$ cat config.mk
export PLATFORM = sky130hd
export DESIGN_NAME = sbmcr_regs
export DESIGN_NICKNAME = d
export VERILOG_FILES = /design/src/shared/sbmcr_pkg.sv /design/src/logic/sbmcr_mode_decode.sv /design/src/logic/sbmcr_regs.sv
export VERILOG_INCLUDE_DIRS = /design/src /design/src/shared
export SDC_FILE = /design/constraint.sdc
export NUM_CORES = 1
export LEC_CHECK = 0
export BUFFER_PORTS_ARGS = -buffer_cell sky130_fd_sc_hd__buf_4
export CELL_PAD_IN_SITES_DETAIL_PLACEMENT = 1
export CELL_PAD_IN_SITES_GLOBAL_PLACEMENT = 1
export CORE_MARGIN = 2
export CORE_UTILIZATION = 29
export DETAILED_ROUTE_END_ITERATION = 8
export HOLD_SLACK_MARGIN = 0.15
export PLACE_DENSITY_LB_ADDON = 0.1
export SKIP_CTS_REPAIR_TIMING = 1
export SLEW_MARGIN = 25
export SYNTH_ARGS = -nofsm -noshare
export SYNTH_HDL_FRONTEND = slang
export SYNTH_SLANG_ARGS = --single-unit
$ cat constraint.sdc
create_clock -name i_ref_clk -period 2.1 [get_ports i_ref_clk]
set_clock_uncertainty 0.05 [all_clocks]
set_input_delay 0.105 -clock i_ref_clk [delete_from_list [all_inputs] [get_ports i_ref_clk]]
set_output_delay 0.105 -clock i_ref_clk [all_outputs]
set_load 0.05 [all_outputs]
$ cat src/shared/sbmcr_map.svh
`ifndef SBMCR_MAP_SVH
`define SBMCR_MAP_SVH

// Register offsets on the command/response register port.
`define SBMCR_OFS_SLAVE_ADDR 8'h11
`define SBMCR_OFS_DIAG_CFG 8'h12
`define SBMCR_OFS_CMD_CFG 8'h13
`define SBMCR_OFS_PERIODIC_CFG 8'h14
`define SBMCR_OFS_PERIODIC_EN 8'h15
`define SBMCR_OFS_PERIOD_SEL 8'h17

// Field positions and masks.
`define SBMCR_ADDR_MASK 8'h0f
`define SBMCR_DIAG_EN_BIT 0
`define SBMCR_SS_EN_BIT 0
`define SBMCR_TRAIN_EN_BIT 1
`define SBMCR_CMD_PER_LSB 2
`define SBMCR_TRAIN_RST_BIT 4
`define SBMCR_CMD_CFG_MASK 8'h1f
`define SBMCR_PER_CFG_MASK 8'h03
`define SBMCR_PER_SEL_MASK 8'h07
`define SBMCR_PER_EN_BIT 7

// Reset values.
`define SBMCR_RST_VAL 8'h00

// Diagnostic fragment length when enabled.
`define SBMCR_DIAG_FRAG_LEN 3'h4

// Periodic periods in microseconds.
`define SBMCR_PER_US_0 16'h01f4
`define SBMCR_PER_US_1 16'h007d
`define SBMCR_PER_US_2 16'h00fa
`define SBMCR_PER_US_3 16'h014d
`define SBMCR_PER_US_4 16'h01f4
`define SBMCR_PER_US_5 16'h03e8
`define SBMCR_PER_US_6 16'h07d0
`define SBMCR_PER_US_7 16'h0fa0

`endif

$ cat src/shared/sbmcr_pkg.sv
`default_nettype none
package sbmcr_pkg;
	typedef enum logic [1:0] {
		SBMCR_OSC_HOLD,
		SBMCR_OSC_UNTRAINED,
		SBMCR_OSC_TRAIN
	} sbmcr_osc_t;
	typedef logic [7:0] sbmcr_byte_t;
endpackage : sbmcr_pkg
`default_nettype wire

$ cat src/logic/sbmcr_mode_decode.sv
`timescale 1ns/1ps
`default_nettype none
`include "sbmcr_map.svh"
module sbmcr_mode_decode (
	// Configuration in.
	input wire logic i_periodic_en,
	input wire logic i_diag_en,
	input wire logic [1:0] i_cmd_per,
	input wire logic [2:0] i_per_sel,
	// Decoded modes.
	output logic o_cmd_resp_active,
	output logic o_periodic_active,
	output logic o_diag_active,
	output logic [2:0] o_diag_frag_len,
	output logic [3:0] o_cmd_per_mult,
	output logic [15:0] o_period_us
);
	import sbmcr_pkg::*;
	assign o_cmd_resp_active = !i_periodic_en;
	assign o_periodic_active = i_periodic_en;
	assign o_diag_active = i_periodic_en & i_diag_en;
	assign o_diag_frag_len = i_diag_en ? `SBMCR_DIAG_FRAG_LEN : 3'h0;
	assign o_cmd_per_mult = 4'h1 << i_cmd_per;
	always_comb begin
		case (i_per_sel)
			3'h0: o_period_us = `SBMCR_PER_US_0;
			3'h1: o_period_us = `SBMCR_PER_US_1;
			3'h2: o_period_us = `SBMCR_PER_US_2;
			3'h3: o_period_us = `SBMCR_PER_US_3;
			3'h4: o_period_us = `SBMCR_PER_US_4;
			3'h5: o_period_us = `SBMCR_PER_US_5;
			3'h6: o_period_us = `SBMCR_PER_US_6;
			3'h7: o_period_us = `SBMCR_PER_US_7;
			default: o_period_us = `SBMCR_PER_US_0;
		endcase
	end
endmodule : sbmcr_mode_decode
`default_nettype wire

$ cat src/logic/sbmcr_regs.sv
// Overview of operation
// - Zero slave address: address comes from discovery or command/response assignment.
// - Nonzero slave address: skip discovery, answer with that address.
// - Master may rewrite the shadow slave address by register write.
// - With user lock set, reset reloads shadow address from programmed value.
// - Shadow address joins read/write verification; programmed value joins OTP verification.
// - Diagnostic enable 0 disables; 1 selects fragment length four.
// - Command period field gives multiple 1, 2, 4 or 8.
// - Command period only affects training; commands answered regardless.
// - Training enable trains oscillator from bus timing; training reset ignored.
// - Enable 0, reset 0: hold last trained oscillator value.
// - Enable 0, reset 1: return oscillator to untrained setting.
// - Sampling select 0: synchronous, latency from response start time.
// - Sampling select 1: simultaneous, latency from command falling edge.
// - Periodic enable set by enter command or register write.
// - Periodic enable locks configuration and starts read/write verification.
// - Once set, periodic enable clears only by device reset.
// - Mode truth table from periodic enable and diagnostic enable.
// - Period select decodes to 500,125,250,333,500,1000,2000,4000 us.
`timescale 1ns/1ps
`default_nettype none
`include "sbmcr_map.svh"
module sbmcr_regs (
	// Clock and reset.
	input wire logic i_ref_clk,
	input wire logic i_srst,
	// Register port from the command decoder.
	input wire logic i_wr_en,
	input wire logic [7:0] i_addr,
	input wire sbmcr_pkg::sbmcr_byte_t i_wdata,
	output sbmcr_pkg::sbmcr_byte_t o_rdata,
	input wire logic i_enter_periodic,
	// Programmed memory values.
	input wire logic [3:0] i_otp_slave_addr,
	input wire logic i_user_lock,
	// Discovery and address status.
	output logic o_discovery_allowed,
	output logic [3:0] o_slave_addr,
	// Oscillator and sampling control.
	output sbmcr_pkg::sbmcr_osc_t o_osc_ctrl,
	output logic o_simultaneous_sampling,
	output logic o_latency_from_cmd_edge,
	output logic [3:0] o_cmd_per_mult,
	output logic [15:0] o_period_us,
	// Mode status.
	output logic o_cmd_resp_active,
	output logic o_periodic_active,
	output logic o_diag_active,
	output logic [2:0] o_diag_frag_len,
	output logic o_cfg_locked,
	output logic o_rw_verify_en,
	output logic [7:0] o_rw_verify_image,
	output logic [3:0] o_otp_verify_image
);
	import sbmcr_pkg::*;

	// ****************************************
	// Storage
	// ****************************************
	logic [3:0] slave_addr_ff;
	logic diag_en_ff;
	logic [4:0] cmd_cfg_ff;
	logic [1:0] per_cfg_ff;
	logic [2:0] per_sel_ff;
	logic periodic_en_ff;
	logic otp_load_ff;
	logic nxt_periodic_en;
	logic train_en;
	logic train_rst;
	logic wr_ok;

	// Locked registers take no writes once periodic mode is on.
	assign wr_ok = i_wr_en & !periodic_en_ff;

	// ****************************************
	// Shadow slave address
	// ****************************************
	// The programmed value is caught on the first clock after reset release, never under reset.
	always_ff @(posedge i_ref_clk) begin
		if (i_srst) begin
			otp_load_ff <= 1'b1;
		end else begin
			otp_load_ff <= 1'b0;
		end
	end

	always_ff @(posedge i_ref_clk) begin
		if (i_srst) begin
			slave_addr_ff <= 4'h0;
		end else if (otp_load_ff) begin
			// Without the lock a reset leaves the address cleared, so discovery runs again.
			if (i_user_lock) begin
				slave_addr_ff <= i_otp_slave_addr;
			end
		end else if (wr_ok && i_addr == `SBMCR_OFS_SLAVE_ADDR) begin
			slave_addr_ff <= i_wdata[3:0];
		end
	end

	// ****************************************
	// Configuration registers
	// ****************************************
	always_ff @(posedge i_ref_clk) begin
		if (i_srst) begin
			diag_en_ff <= 1'b0;
		end else if (wr_ok && i_addr == `SBMCR_OFS_DIAG_CFG) begin
			diag_en_ff <= i_wdata[`SBMCR_DIAG_EN_BIT];
		end
	end

	always_ff @(posedge i_ref_clk) begin
		if (i_srst) begin
			cmd_cfg_ff <= 5'h00;
		end else if (wr_ok && i_addr == `SBMCR_OFS_CMD_CFG) begin
			cmd_cfg_ff <= i_wdata[4:0];
		end
	end

	always_ff @(posedge i_ref_clk) begin
		if (i_srst) begin
			per_cfg_ff <= 2'h0;
		end else if (wr_ok && i_addr == `SBMCR_OFS_PERIODIC_CFG) begin
			per_cfg_ff <= i_wdata[1:0];
		end
	end

	always_ff @(posedge i_ref_clk) begin
		if (i_srst) begin
			per_sel_ff <= 3'h0;
		end else if (wr_ok && i_addr == `SBMCR_OFS_PERIOD_SEL) begin
			per_sel_ff <= i_wdata[2:0];
		end
	end

	// ****************************************
	// Periodic mode enable
	// ****************************************
	always_comb begin
		nxt_periodic_en = periodic_en_ff;
		if (i_enter_periodic) begin
			nxt_periodic_en = 1'b1;
		end else if (i_wr_en && i_addr == `SBMCR_OFS_PERIODIC_EN && i_wdata[`SBMCR_PER_EN_BIT]) begin
			nxt_periodic_en = 1'b1;
		end
	end

	always_ff @(posedge i_ref_clk) begin
		if (i_srst) begin
			periodic_en_ff <= 1'b0;
		end else begin
			periodic_en_ff <= nxt_periodic_en;
		end
	end

	// ****************************************
	// Read back
	// ****************************************
	always_ff @(posedge i_ref_clk) begin
		if (i_srst) begin
			o_rdata <= `SBMCR_RST_VAL;
		end else begin
			case (i_addr)
				`SBMCR_OFS_SLAVE_ADDR: o_rdata <= {4'h0, slave_addr_ff};
				`SBMCR_OFS_DIAG_CFG: o_rdata <= {7'h00, diag_en_ff};
				`SBMCR_OFS_CMD_CFG: o_rdata <= {3'h0, cmd_cfg_ff};
				`SBMCR_OFS_PERIODIC_CFG: o_rdata <= {6'h00, per_cfg_ff};
				`SBMCR_OFS_PERIODIC_EN: o_rdata <= {periodic_en_ff, 7'h00};
				`SBMCR_OFS_PERIOD_SEL: o_rdata <= {5'h00, per_sel_ff};
				default: o_rdata <= 8'h00;
			endcase
		end
	end

	// ****************************************
	// Address and oscillator control
	// ****************************************
	// The command decoder uses this to decide whether discovery frames are answered.
	assign o_discovery_allowed = (slave_addr_ff == 4'h0);
	assign o_slave_addr = slave_addr_ff;

	assign train_en = cmd_cfg_ff[`SBMCR_TRAIN_EN_BIT];
	assign train_rst = cmd_cfg_ff[`SBMCR_TRAIN_RST_BIT];
	always_comb begin
		if (train_en) begin
			o_osc_ctrl = SBMCR_OSC_TRAIN;
		end else if (train_rst) begin
			o_osc_ctrl = SBMCR_OSC_UNTRAINED;
		end else begin
			o_osc_ctrl = SBMCR_OSC_HOLD;
		end
	end

	assign o_simultaneous_sampling = cmd_cfg_ff[`SBMCR_SS_EN_BIT];
	assign o_latency_from_cmd_edge = cmd_cfg_ff[`SBMCR_SS_EN_BIT];

	// ****************************************
	// Lock and verification
	// ****************************************
	assign o_cfg_locked = periodic_en_ff;
	assign o_rw_verify_en = periodic_en_ff;
	assign o_rw_verify_image = {4'h0, slave_addr_ff} ^ {diag_en_ff, cmd_cfg_ff, per_cfg_ff};
	assign o_otp_verify_image = i_otp_slave_addr;

	// ****************************************
	// Mode decode
	// ****************************************
	// The command period only shapes training; decoding elsewhere never looks at it.
	sbmcr_mode_decode u_decode (
		.i_periodic_en(periodic_en_ff),
		.i_diag_en(diag_en_ff),
		.i_cmd_per(train_en ? cmd_cfg_ff[3:2] : 2'h0),
		.i_per_sel(per_sel_ff),
		.o_cmd_resp_active(o_cmd_resp_active),
		.o_periodic_active(o_periodic_active),
		.o_diag_active(o_diag_active),
		.o_diag_frag_len(o_diag_frag_len),
		.o_cmd_per_mult(o_cmd_per_mult),
		.o_period_us(o_period_us)
	);
endmodule : sbmcr_regs
`default_nettype wire

==> results list, run 1 <==
- Status: complete, no violations
- Setup violators final: 0
* Synthesized area: approximately 0.0017 sq mm
* CP Capture Type: flip-flop
- Data on the critical path is required at its endpoint by 2240 ps.
* Top_reg_cell synth: sky130_fd_sc_hd__dfxtp_1
* Global-route wire length before repair: roughly 7500 um
- The initial antenna violation count came to 0.
- Vias in the first global route: roughly 1500
* GRT overflow: 0
- # H-tree levels: 2
- Hold Fails Final Rpt: 0
* Worst Reg-to-Reg Cells: 5
* Number of library cell types mapped by synthesis: 38
* CORE AREA: 0.00557 sq mm
* Commonest cells after routing, fill and taps aside: 80 x sky130_fd_sc_hd__buf_4, 34 x sky130_fd_sc_hd__dfxtp_1, 16 x sky130_fd_sc_hd__nor2_1, 15 x sky130_fd_sc_hd__mux2i_1, 14 x sky130_fd_sc_hd__dlygate4sd3_1
* Clock tree from TritonCTS: yes
* Power density over the cells: about 580 mW/mm^2
- Post-synthesis async set-or-reset flop share: 0%
- After detailed routing, the total wire length is about 5000 um.
* Worst Hold Depth: 3
* Mean post-synth cell area: 9.23 sq um
- The startpoint identified for the worst hold timing path is i_otp_slave_addr[1].
* Cell chain of the critical path: or4_4, o31ai_2, a21oi_1, ha_1, or2_2
* Die X: between 80 and 90 um
- Share of power burned in registers: between 40% and 50%
* Ratio of final minimum period to clock period: 95.1%
* Cell type with the largest total area after synthesis: sky130_fd_sc_hd__dfxtp_1
- Critical R2R Launch: o_cfg_locked$_SDFFE_PP0P_
* Kind of critical path: reg -> reg
- For the worst-skew pair, the clock arrives at the later sink with an insertion delay of 300 ps.
* Fraction of post-synthesis cell area in the top cell type by area: between 40% and 50%
- The synthesized design contains 0 enable-type register cells.
- The min-delay analysis places its worst path in the category in -> reg.
- Worst Hold Path EP: o_slave_addr[1]$_SDFFE_PP0P_
- The first routing iteration left between 60 and 70 violations.
- Timing would allow up to around 500 MHz.
- Vias after detailed routing: ~1600
- Cell chosen for the clock root: sky130_fd_sc_hd__clkbuf_8
- Dividing the detail-routed via count by the number of cells gives about 4.7.
* Std-Cell Rows: 27
- Synth warnings: 0
- Global Route Usage Sum: 15.2%
- Summing all multi-input logic gate instances after layout gives between 800 and 900 sq um.
- Filler Cells Inserted: approximately 700
* Mean routed wirelength per cell: approximately 15 um
- Setup tns final: 0 ps
- Synth area leaders: sky130_fd_sc_hd__dfxtp_1 41%, sky130_fd_sc_hd__mux2i_1 8.8%, sky130_fd_sc_hd__buf_4 7.5%, sky130_fd_sc_hd__nor2_1 3.5%, sky130_fd_sc_hd__nor3_1 3.2%
* Critical path's slowest cell: sky130_fd_sc_hd__or4_4
* Switching Power: roughly 0.45 mW
* Internal Dissipation: around 1 mW
- Vertical extent of the die: around 81 um
* Number of buffers added on ports: 71
- Combinational Power Share: 20.2%
- Largest net degree at the start of global routing: 20
* Category of the worst setup path launch point: flip-flop
* Maximum fanout along the worst path: 5
- Final hold analysis gives a worst-case slack of 82.1 ps.
- The worst register-to-register path ends at u_decode.o_period_us[8]$_SDFF_PP1_.
- IO Count: between 80 and 90
- The clock net in this run drives a total of 35 sinks.
- After the last flow step, the layout net total stands at between 200 and 300.
- Across all register-to-register paths, the minimum setup slack is 100 ps.
- The area growth from synthesis to layout is 46.8%.
- Maximum VDD drop: 0.361 mV
- Synthesized instance count: roughly 180
- Summed over all nets, the half-perimeter wirelength after detailed placement is around 3600 um.
* Clock-pin slew on the worst setup and hold paths: 70 ps
- STA puts the critical path data arrival time at about 2100 ps.
- Effective utilization at floorplan: a little under a third
* Floorplan die area: around 0.0065 sq mm
- The number of pins with negative max-slew slack in the final report came to 0.
* First-pass DRT Iterations: 4
- Biggest cell delay along the critical path: 580 ps
* Switching fraction of total power: between 30% and 40%
- Of the cells placed in the final design, the portion with a size suffix greater than 1 is 37.8%.
- Final non-filler cell area: between 0.002 and 0.0025 sq mm
- Routability congestion estimate from global placement: 0.777
- RSZ-0062 raised after global routing: no
* Proportion of power drawn by the clock network: between 30% and 40%
- Lkg Pwr: between 1 and 1.5 nW
- Number of buffers created by CTS: 5
* Count of maximum capacitance violations: 0
* Max Root-Sink Buffers: 2
- Min Clock Period, post-route: about 2000 ps
- Synthesis inferred 35 register bits.
* Antenna diode count: 0
- Post-detailed-route count of antenna-violating nets: 0
- Overall power consumption after layout is estimated at between 1 and 1.5 mW.
- For this run, the register share of the synthesized area comes to between 40% and 50%.
* Seq. cell area: 702 sq um
- Residual DRC: 0
- Commonest non-fill, non-tap cell in the layout: sky130_fd_sc_hd__buf_4
- Area of placed instances: between 0.002 and 0.0025 sq mm
[registers in the layout (all words and copies together) (netlist names)]
register and count:
cmd_cfg_ff 5, diag_en_ff 1, o_cfg_locked 1, o_rdata 6, o_slave_addr 4, otp_load_ff 1
per_cfg_ff 2, per_sel_ff 3, u_decode.o_period_us 12
[per-layer routing]
layer	vias to the layer above	GRT usage, %	share of wire [%]	wire, um
li1	782	-	-	-
met1	739	18.6	43	2130
met2	48	24.6	49	2460
met3	9	4.83	6.5	326
met4	0	6.10	1.5	75
met5	-	0	0	0
[metrics by stage]
step                      utilization, %  setup WS, ps  cells
final                               44.7           102    339
after global routing                44.7          10.1    339
after CTS                           42.0          25.7    325
after detailed placement            40.5          38.7    317
after global placement              40.5          79.9    317
after floorplan                        -          -135    191
[power by group through the flow]
stage / clock network, mW / logic [mW] / registers (mW)
floorplan: 0 / 0.169 / 0.721
global placement: 0 / 0.271 / 0.699
detailed placement: 0 / 0.272 / 0.699
CTS: 0.498 / 0.273 / 0.684
global route: 0.520 / 0.311 / 0.684
finish: 0.479 / 0.295 / 0.684
[area by class of cell]
type,instances,share of cell area [%]
clock buffers,5,2.76
clock inverters,3,0.602
inverters,4,0.602
multi-input cells,126,34.5
flip-flops and latches,35,28.2
well taps,72,3.61
repair buffers,94,29.7
[cell usage after synthesis (all sizes together), types with 3 or more instances]
cell,number
and2,4
clkbuf,8
mux2i,15
and3,3
dfxtp,35
a21oi,7
nand2,7
o31ai,4
nor3,11
nor4,5
a221oi,5
xor2,4
nor2,16
buf,18
nand4,4
inv,4
nor2b,8
ha,3
[logic make-up after synthesis]
kind of cell,synth area share [%]
multiplexers,9.51
XOR/XNOR,2.06
other,0.221
AND/OR/NAND/NOR,26.4
adder cells (fa/ha/maj),2.21
buffers and inverters,10.5
AO/OA/AOI/OAI,7.89
flip-flops,41.3
[worst max-delay path by stage]
stage | start | to | slack, ps | depth (start not counted)
floorplan | o_cfg_locked$_SDFFE_PP0P_ | u_decode.o_period_us[8]$_SDFF_PP1_ | -130 | 5
global placement | o_cfg_locked$_SDFFE_PP0P_ | u_decode.o_period_us[8]$_SDFF_PP1_ | 80 | 5
detailed placement | o_cfg_locked$_SDFFE_PP0P_ | u_decode.o_period_us[8]$_SDFF_PP1_ | 40 | 5
CTS | o_cfg_locked$_SDFFE_PP0P_ | u_decode.o_period_us[8]$_SDFF_PP1_ | 30 | 5
global route | o_cfg_locked$_SDFFE_PP0P_ | u_decode.o_period_us[8]$_SDFF_PP1_ | 10 | 5
finish | o_cfg_locked$_SDFFE_PP0P_ | u_decode.o_period_us[8]$_SDFF_PP1_ | 100 | 5
[critical path: cells and delay by family, from the launching register on]
family / cells / cell delay, ps
fa+ha+maj: 1 / 280
flops: 1 / 330
compound gates: 2 / 380
simple gates: 2 / 860
(Power assumes the default switching activity.)
==> run 2, diff against run 1 <==
RECOVER_POWER = 100   (was not set)
SLEW_MARGIN = not set   (was 25)
==> results list, run 2 (synthesized netlist as in run 1, its figures left out) <==
- Clock tree from TritonCTS: yes (unchanged)
- Critical R2R Launch: o_cfg_locked$_SDFFE_PP0P_ (unchanged)
- Utilization after layout: 41.0% (was 44.7%)
- The instance count after placement with tap cells included came to 317 (unchanged).
- The global-route layer with the greatest usage is met2 (unchanged).
* Cell chain of the critical path: or4_4, o31ai_2, a21oi_1, ha_1, or2_2 (unchanged)
- The layout-stage area growth over the synthesis result came to 34.6% (was 46.8%).
* Effective utilization at floorplan: 30.5% (unchanged)
- Cell chosen for the clock root: sky130_fd_sc_hd__clkbuf_8 (unchanged)
- Vias after detailed routing: 1574 (was 1578)
- Switching fraction of total power: 31.3% (was 31.2%)
- The non-filler instance count after layout is 339 (unchanged).
- Number of antenna violations at the first check in global routing: 0 (unchanged)
* Crit path required time: 2230 ps (was 2240 ps)
- First-pass DRT Iterations: 4 (unchanged)
* Achievable frequency: 500 MHz (was 501 MHz)
* Ratio of final minimum period to clock period: 95.2% (was 95.1%)
- The overall overflow remaining after global route is 0 (unchanged).
* # H-tree levels: 2 (unchanged)
* Met2 track demand over resource in global routing: 24.6% (unchanged)
* Routability congestion estimate from global placement: 0.777 (unchanged)
* Met1 capacity usage during global routing: 18.6% (unchanged)
- The proportion of layout cells with a drive suffix above 1 is 18.4% (was 37.8%).
- Largest net degree at the start of global routing: 20 (unchanged)
- Category of the worst setup path launch point: flip-flop (unchanged)
* Number of buffers added on ports: 71 (unchanged)
- Maximum VDD drop: 0.359 mV (was 0.361 mV)
- Relative slew margins: ~58%
- Maximum fanout along the worst path: 5 (unchanged)
- Clock-pin slew on the worst setup and hold paths: 70 ps (about the same)
- Clk Latency, worst-skew pair: 290 ps (was 300 ps)
* Number of vias per cell after detailed routing: 4.64 (was 4.65)
* Post-detailed-route count of antenna-violating nets: 0 (unchanged)
- Total routed wirelength: 5030 um (was 4990 um)
- The number of buffers created by CTS is 5 (unchanged).
* Internal Dissipation: 0.982 mW (was 1.00 mW)
- The horizontal die dimension was 80.5 um (unchanged).
* Combinational Power Share: 19.1% (was 20.2%)
- The part of the total power dissipated in sequential elements was 47.8% (was 46.9%).
* IO Count: 82 (unchanged)
* WP depth: 5 (unchanged)
- Biggest cell delay along the critical path: 580 ps (about the same)
* Worst Hold Depth: 3 (unchanged)
- The count of max-cap constraint violations is 0 (unchanged).
- Setup violators final: 0 (unchanged)
* Switching Power: 0.447 mW (was 0.455 mW)
* Lkg Pwr: 0.885 nW (was 1.09 nW)
* Flip-flop count of the largest register, all copies and words added: 12 (unchanged)
- HPWL reported at the end of detailed placement: 3590 um (unchanged)
- The global-route wire length before repair came to 7510 um (unchanged).
- The net total in the final layout is 294 (unchanged).
* Std-Cell Rows: 27 (unchanged)
- The buffer levels on the longest clock path came to 2 (unchanged).
- Commonest cells after routing, fill and taps aside: 50 x sky130_fd_sc_hd__clkbuf_1, 35 x sky130_fd_sc_hd__dfxtp_1, 29 x sky130_fd_sc_hd__buf_4, 16 x sky130_fd_sc_hd__nor2_1, 15 x sky130_fd_sc_hd__mux2i_1 (was 80 x sky130_fd_sc_hd__buf_4, 34 x sky130_fd_sc_hd__dfxtp_1, 16 x sky130_fd_sc_hd__nor2_1, 15 x sky130_fd_sc_hd__mux2i_1, 14 x sky130_fd_sc_hd__dlygate4sd3_1).
- Hold Fails Final Rpt: 0 (unchanged)
* Clk sinks: 35 (unchanged)
- CP startpoint: o_cfg_locked$_SDFFE_PP0P_ (unchanged)
* Buffers plus inverters on the worst setup path: 0 (unchanged)
* Vertical extent of the die: 80.5 um (unchanged)
* Count of final max-slew check failures: 0 (unchanged)
* RSZ-0062 raised after global routing: no (unchanged)
* CORE AREA: 0.00557 sq mm (unchanged)
- The cell family with the largest share of critical-path delay is simple AND/OR/NAND/NOR gates (unchanged).
* Critical path's slowest cell: sky130_fd_sc_hd__or4_4 (unchanged)
* Floorplan die area: 0.00648 sq mm (unchanged)
* Proportion of power drawn by the clock network: 33.1% (was 32.8%)
- The number of DRC markers in iteration 0 is 61 (unchanged).
- The sort of element at the end of the critical path is a flip-flop (unchanged).
- Data arrival time of the critical path: 2130 ps (about the same)
- Vias in the first global route: 1534 (unchanged)
- The count of antenna diodes in the layout is 0 (unchanged).
- The depth of the worst register-to-register path came to 5 (unchanged).
* Residual DRC: 0 (unchanged)
- For the pin with the worst max-slew slack, the measured transition is approximately 640 ps.
- Global routing usage on met3: 4.83% (unchanged)
- The areal power density over the cells is 625 mW/mm^2 (was 585 mW/mm^2).
* Hold path startpoint: i_otp_slave_addr[1] (unchanged)
* Commonest non-fill, non-tap cell in the layout: sky130_fd_sc_hd__clkbuf_1 (was sky130_fd_sc_hd__buf_4)
- Mean routed wirelength per cell: 14.8 um (was 14.7 um)
* Min-delay worst type: in -> reg (unchanged)
* Kind of critical path: reg -> reg (unchanged)
* Global Route Usage Sum: 15.2% (unchanged)
- Status: complete, no violations (unchanged)
- The minimum period implied by the final worst setup slack is 2000 ps (about the same).
==> run 2: cell count changes in the layout (fill, tap and decap cells not counted), sizes merged <==
cell	change
buf	-51
clkbuf	+51
==> run 2: power groups by stage <==
stage | clock network (mW) | logic (mW) | registers [mW]
after floorplan | 0 | 0.169 | 0.721
after CTS | 0.498 | 0.273 | 0.684
final | 0.473 | 0.273 | 0.683
after global placement | 0 | 0.271 | 0.699
after detailed placement | 0 | 0.272 | 0.699
after global routing | 0.520 | 0.289 | 0.684
==> run 2: layout make-up <==
cell class                 instances  area (sq um)
multi-input combinational        126           846
timing repair buffer              94           551
clock buffer                       5          68.8
inverter                           4          15.0
clock inverter                     3          15.0
tap                               72          90.1
sequential                        35           701
fill                             704          3290
==> run 2: path summary, 6_finish.rpt <==
| check | to | slack, ps |
|---|---|---|
| worst max-delay path | u_decode.o_period_us[8]$_SDFF_PP1_ | 100 |
| worst min-delay path | o_slave_addr[1]$_SDFFE_PP0P_ | 90 |
| worst max register to register | u_decode.o_period_us[8]$_SDFF_PP1_ | 100 |
| worst min register to register | o_rdata[4]$_SDFF_PP0_ | 430 |
==> run 2: stage by stage <==
| step | TNS, ps | cell area, sq um | setup slack (ps) | hold WS (ps) | power, mW |
|---|---|---|---|---|---|
| CTS | 0 | 2340 | 25.7 | 12.4 | 1.45 |
| floorplan | -135 | 1730 | -135 | 82.7 | 0.890 |
| global placement | 0 | 2260 | 79.9 | 295 | 0.970 |
| global route | 0 | 2290 | 8.15 | 161 | 1.49 |
| finish | 0 | 2290 | 101 | 87.5 | 1.43 |
| detailed placement | 0 | 2260 | 38.7 | 321 | 0.971 |
==> run 2: routing by layer <==
| metal | vias up | share of wire, % |
|---|---|---|
| li1 | 786 | - |
| met1 | 740 | 44 |
| met2 | 41 | 49 |
| met3 | 7 | 5.9 |
| met4 | 0 | 1.4 |
| met5 | - | 0 |
==> run 2: worst register-to-register path, stage by stage (launching register included) <==
cell and delay, ps:
sky130_fd_sc_hd__dfxtp_1 320, sky130_fd_sc_hd__or4_4 580, sky130_fd_sc_hd__o31ai_2 250, sky130_fd_sc_hd__a21oi_1 130
sky130_fd_sc_hd__ha_1 280, sky130_fd_sc_hd__or2_2 280
==> run 3, diff against run 2 <==
ABC_AREA = 1   (was not set)
==> results list, run 3 <==
- Largest family of logic cells by synthesized area: simple AND/OR/NAND/NOR gates (unchanged)
* Number of library cell types mapped by synthesis: 30 (was 38)
* Commonest non-fill, non-tap cell in the layout: sky130_fd_sc_hd__nand2_1 (was sky130_fd_sc_hd__clkbuf_1)
- The number of flip-flops under the largest register name is 12 (unchanged).
* Register bit count reported by yosys: 35 (unchanged)
- Vias in the first global route: 1765 (was 1534)
- The maximum fanout encountered on the critical timing path came to 16 (was 5).
- Synth area leaders: sky130_fd_sc_hd__dfxtp_1 37%, sky130_fd_sc_hd__nand2_1 12%, sky130_fd_sc_hd__buf_4 7.6%, sky130_fd_sc_hd__inv_1 6.4%, sky130_fd_sc_hd__nor2_1 6.0% (was sky130_fd_sc_hd__dfxtp_1 41%, sky130_fd_sc_hd__mux2i_1 8.8%, sky130_fd_sc_hd__buf_4 7.5%, sky130_fd_sc_hd__nor2_1 3.5%, sky130_fd_sc_hd__nor3_1 3.2%).
* Count of final max-slew check failures: 0 (unchanged)
* Number of vias per cell after detailed routing: 4.43 (was 4.64)
- The complex-gate fraction of the synthesized area was 3.75% (was 7.89%).
* CP Capture Type: flip-flop (unchanged)
- Largest net degree at the start of global routing: 18 (was 20)
* Setup violators final: 0 (unchanged)
- The top-area cell type share of the netlist area came to 37.5% (was 41.3%).
* Commonest cells after routing, fill and taps aside: 64 x sky130_fd_sc_hd__nand2_1, 50 x sky130_fd_sc_hd__clkbuf_1, 35 x sky130_fd_sc_hd__dfxtp_1, 33 x sky130_fd_sc_hd__inv_1, 30 x sky130_fd_sc_hd__nor2_1 (was 50 x sky130_fd_sc_hd__clkbuf_1, 35 x sky130_fd_sc_hd__dfxtp_1, 29 x sky130_fd_sc_hd__buf_4, 16 x sky130_fd_sc_hd__nor2_1, 15 x sky130_fd_sc_hd__mux2i_1)
- Power density over the cells: 624 mW/mm^2 (was 625 mW/mm^2)
- Min-delay worst type: in -> reg (unchanged)
* Count leader, synth: sky130_fd_sc_hd__nand2_1 (was sky130_fd_sc_hd__dfxtp_1)
- Met2 track demand over resource in global routing: 25.0% (was 24.6%)
* Commonest cells in the synthesized netlist: 61 x sky130_fd_sc_hd__nand2_1, 35 x sky130_fd_sc_hd__dfxtp_1, 32 x sky130_fd_sc_hd__inv_1 (was 35 x sky130_fd_sc_hd__dfxtp_1, 17 x sky130_fd_sc_hd__buf_4, 16 x sky130_fd_sc_hd__nor2_1)
* Worst Reg-to-Reg Cells: 11 (was 5)
- The post-synthesis xor/xnor area fraction is 1.87% (was 2.06%).
- The total power of the final layout was 1.51 mW (was 1.43 mW).
- Lkg Pwr: 1.17 nW (was 0.885 nW)
- The worst setup path startpoint is i_srst (was o_cfg_locked$_SDFFE_PP0P_).
- Cell chain of the critical path: dlygate4sd3_1, clkbuf_1, clkinv_1, clkbuf_2, nand2_1, nand2_1, nand2_1 (was or4_4, o31ai_2, a21oi_1, ha_1, or2_2)
- Residual DRC: 0 (unchanged)
- HPWL reported at the end of detailed placement: 4120 um (was 3590 um)
- Number of buffers created by CTS: 5 (unchanged)
- Effective utilization at floorplan: 29.8% (was 30.5%)
* Category of the worst setup path launch point: input port (was flip-flop)
* Layout cell share with drive strength beyond 1: 15.5% (was 18.4%)
* Cell type with the largest total area after synthesis: sky130_fd_sc_hd__dfxtp_1 (unchanged)
* Std-Cell Rows: 29 (was 27)
* Hold path startpoint: i_otp_slave_addr[2] (was i_otp_slave_addr[1])
- Multiplexer fraction of the synthesized cell area: 0.535% (was 9.51%)
* Vertical extent of the die: 84.3 um (was 80.5 um)
* Synth warnings: 0 (unchanged)
- IO Count: 82 (unchanged)
- Global-route wire length before repair: 8400 um (was 7510 um)
- P&R area growth vs syn: 29.2% (was 34.6%)
- The number of hold violations in the final report came to 0 (unchanged).
* Biggest cell delay along the critical path: 540 ps (was 580 ps)
- The vias after detailed routing was 1853 (was 1574).
- The clock latency at the later pin of the worst-skew pair is 290 ps (about the same).
- The count of flip-flops with a built-in enable after synthesis was 0 (unchanged).
* Maximum VDD drop: 0.275 mV (was 0.359 mV)
- The first-pass iteration count of the detailed router was 4 (unchanged).
- Status: complete, no violations (unchanged).
- Relative slew margins: 58.3% (was 57.7%)
- The CTS tree is yes (unchanged).
* Global Route Usage Sum: 15.1% (was 15.2%)
* # H-tree levels: 2 (unchanged)
* Total routed wirelength: 5330 um (was 5030 um)
- The initial antenna violation count is 0 (unchanged).
- The met3 usage in global routing is 3.83% (was 4.83%).
* Data arrival time of the critical path: 1970 ps (was 2130 ps)
- Max Root-Sink Buffers: 2 (unchanged)
- The horizontal die dimension is 84.3 um (was 80.5 um).
* Routability congestion estimate from global placement: 0.760 (was 0.777)
- Critical R2R Launch: o_cfg_locked$_SDFFE_PP0P_ (unchanged)
- Number of nets at the end of the flow: 368 (was 294)
- Number of buffers added on ports: 71 (unchanged)
- Crit path required time: 2290 ps (was 2230 ps)
* Antenna diode count: 0 (unchanged)
- The aggregate negative setup slack is 0 ps (unchanged).
- The simple-gate area share of the yosys netlist came to 37.6% (was 26.4%).
- The proportion of synthesized flip-flops having asynchronous set or reset is 0% (unchanged).
* Iteration-0 DRC Markers: 44 (was 61)
- RSZ-0062 raised after global routing: no (unchanged).
- Cell mode on critical path: sky130_fd_sc_hd__nand2_1
- The library cell used as clock root buffer is sky130_fd_sc_hd__clkbuf_8 (unchanged).
- The worst-margin pin slew came to 629 ps (was 638 ps).
- Floorplan die area: 0.00710 sq mm (was 0.00648 sq mm)
- CORE AREA: 0.00628 sq mm (was 0.00557 sq mm)
- The count of antenna-violating nets left after detailed routing is 0 (unchanged).
* Clock-pin slew on the worst setup and hold paths: 70 ps (about the same)
- The global-route layer with the greatest usage was met2 (unchanged).
* Min Clock Period, post-route: 1790 ps (was 2000 ps)
- Met1 capacity usage during global routing: 19.1% (was 18.6%)
- Filler Cells Inserted: 832 (was 704)
- Top_reg_cell synth: sky130_fd_sc_hd__dfxtp_1 (unchanged)
- The routed wirelength normalized by instance count came to 12.8 um (was 14.8 um).
* Multi-input combinational cell area: 883 sq um (was 846 sq um)
- The library cell contributing the largest single delay on the critical path is sky130_fd_sc_hd__dlygate4sd3_1 (was sky130_fd_sc_hd__or4_4).
* Kind of critical path: in -> reg (was reg -> reg)
* GRT overflow: 0 (unchanged)
- The count of max-cap constraint violations is 0 (unchanged).
- The share of synthesized cell area in full adder, half adder and majority cells is 2.01% (was 2.21%).
* Ratio of final minimum period to clock period: 85.1% (was 95.2%)
- The flip-flop and latch area is 701 sq um (unchanged).
- The average cell area after synthesis was 7.08 sq um (was 9.23 sq um).
- Achievable frequency: 560 MHz (was 500 MHz)
* Post-synthesis sequential area ratio: 37.5% (was 41.3%)
- The number of clock sinks was 35 (unchanged).
* Worst Hold Depth: 5 (was 3)
- Synthesized area: 0.00187 sq mm (was 0.00170 sq mm)
- Synthesized instance count: 264 (was 184)
run 3: changes by cell type after synthesis, moves of 13 or more:
cell	change
sky130_fd_sc_hd__nand2_1	+54
sky130_fd_sc_hd__nand3_1	+13
sky130_fd_sc_hd__inv_1	+29
sky130_fd_sc_hd__mux2i_1	-14
sky130_fd_sc_hd__nor2_1	+14
run 3: report_power, final:
part / switching, mW / internal [mW]
registers: 0.0170 / 0.671
logic: 0.196 / 0.0749
clock network: 0.250 / 0.298
total: 0.463 / 1.04
run 3: per-stage QoR:
stage / setup slack [ps] / cell area [sq um] / hold slack [ps] / instances / util, %
final: 314 / 2410 / 115 / 418 / 38.5
after global routing: 104 / 2410 / 158 / 418 / 38.5
after CTS: 350 / 2490 / -45.8 / 406 / 39.7
after detailed placement: 363 / 2390 / 257 / 398 / 38.1
after global placement: 405 / 2390 / 256 / 398 / 38.1
after floorplan: 212 / 1900 / 82.7 / 271 / -
run 3: routing by layer:
layer | wire length (um) | vias to the layer above
li1 | - | 946
met1 | 2470 | 858
met2 | 2570 | 45
met3 | 254 | 4
met4 | 41 | 0
met5 | 0 | -
run 3: worst max-delay path: cells and delay by family:
family / cells / cell delay (ps)
and+or+nand+nor: 3 / 360
buffers and inverters: 4 / 1510
run 3: worst paths after layout:
| check | slack [ps] | end |
|---|---|---|
| min reg2reg | 430 | per_cfg_ff[0]$_SDFFE_PP0P_ |
| max reg2reg | 320 | u_decode.o_period_us[8]$_SDFF_PP1_ |
| max | 310 | u_decode.o_period_us[5]$_DFF_P_ |
| min | 120 | o_slave_addr[2]$_SDFFE_PP0P_ |
run 3: area by class of cell:
type / instances / area share (%)
clock buffers: 7 / 3.99
clock inverters: 1 / 0.311
flip-flops and latches: 35 / 29.0
well taps: 77 / 3.99
multi-input cells: 174 / 36.6
repair buffers: 86 / 20.1
inverters: 38 / 6.01
run 3: kinds of logic after synthesis:
logic type	count (synthesis)
xor+xnor	4
simple gates	144
compound gates	14
other cells	1
mux	1
fa+ha+maj	3
flops	35
buf+inv	62
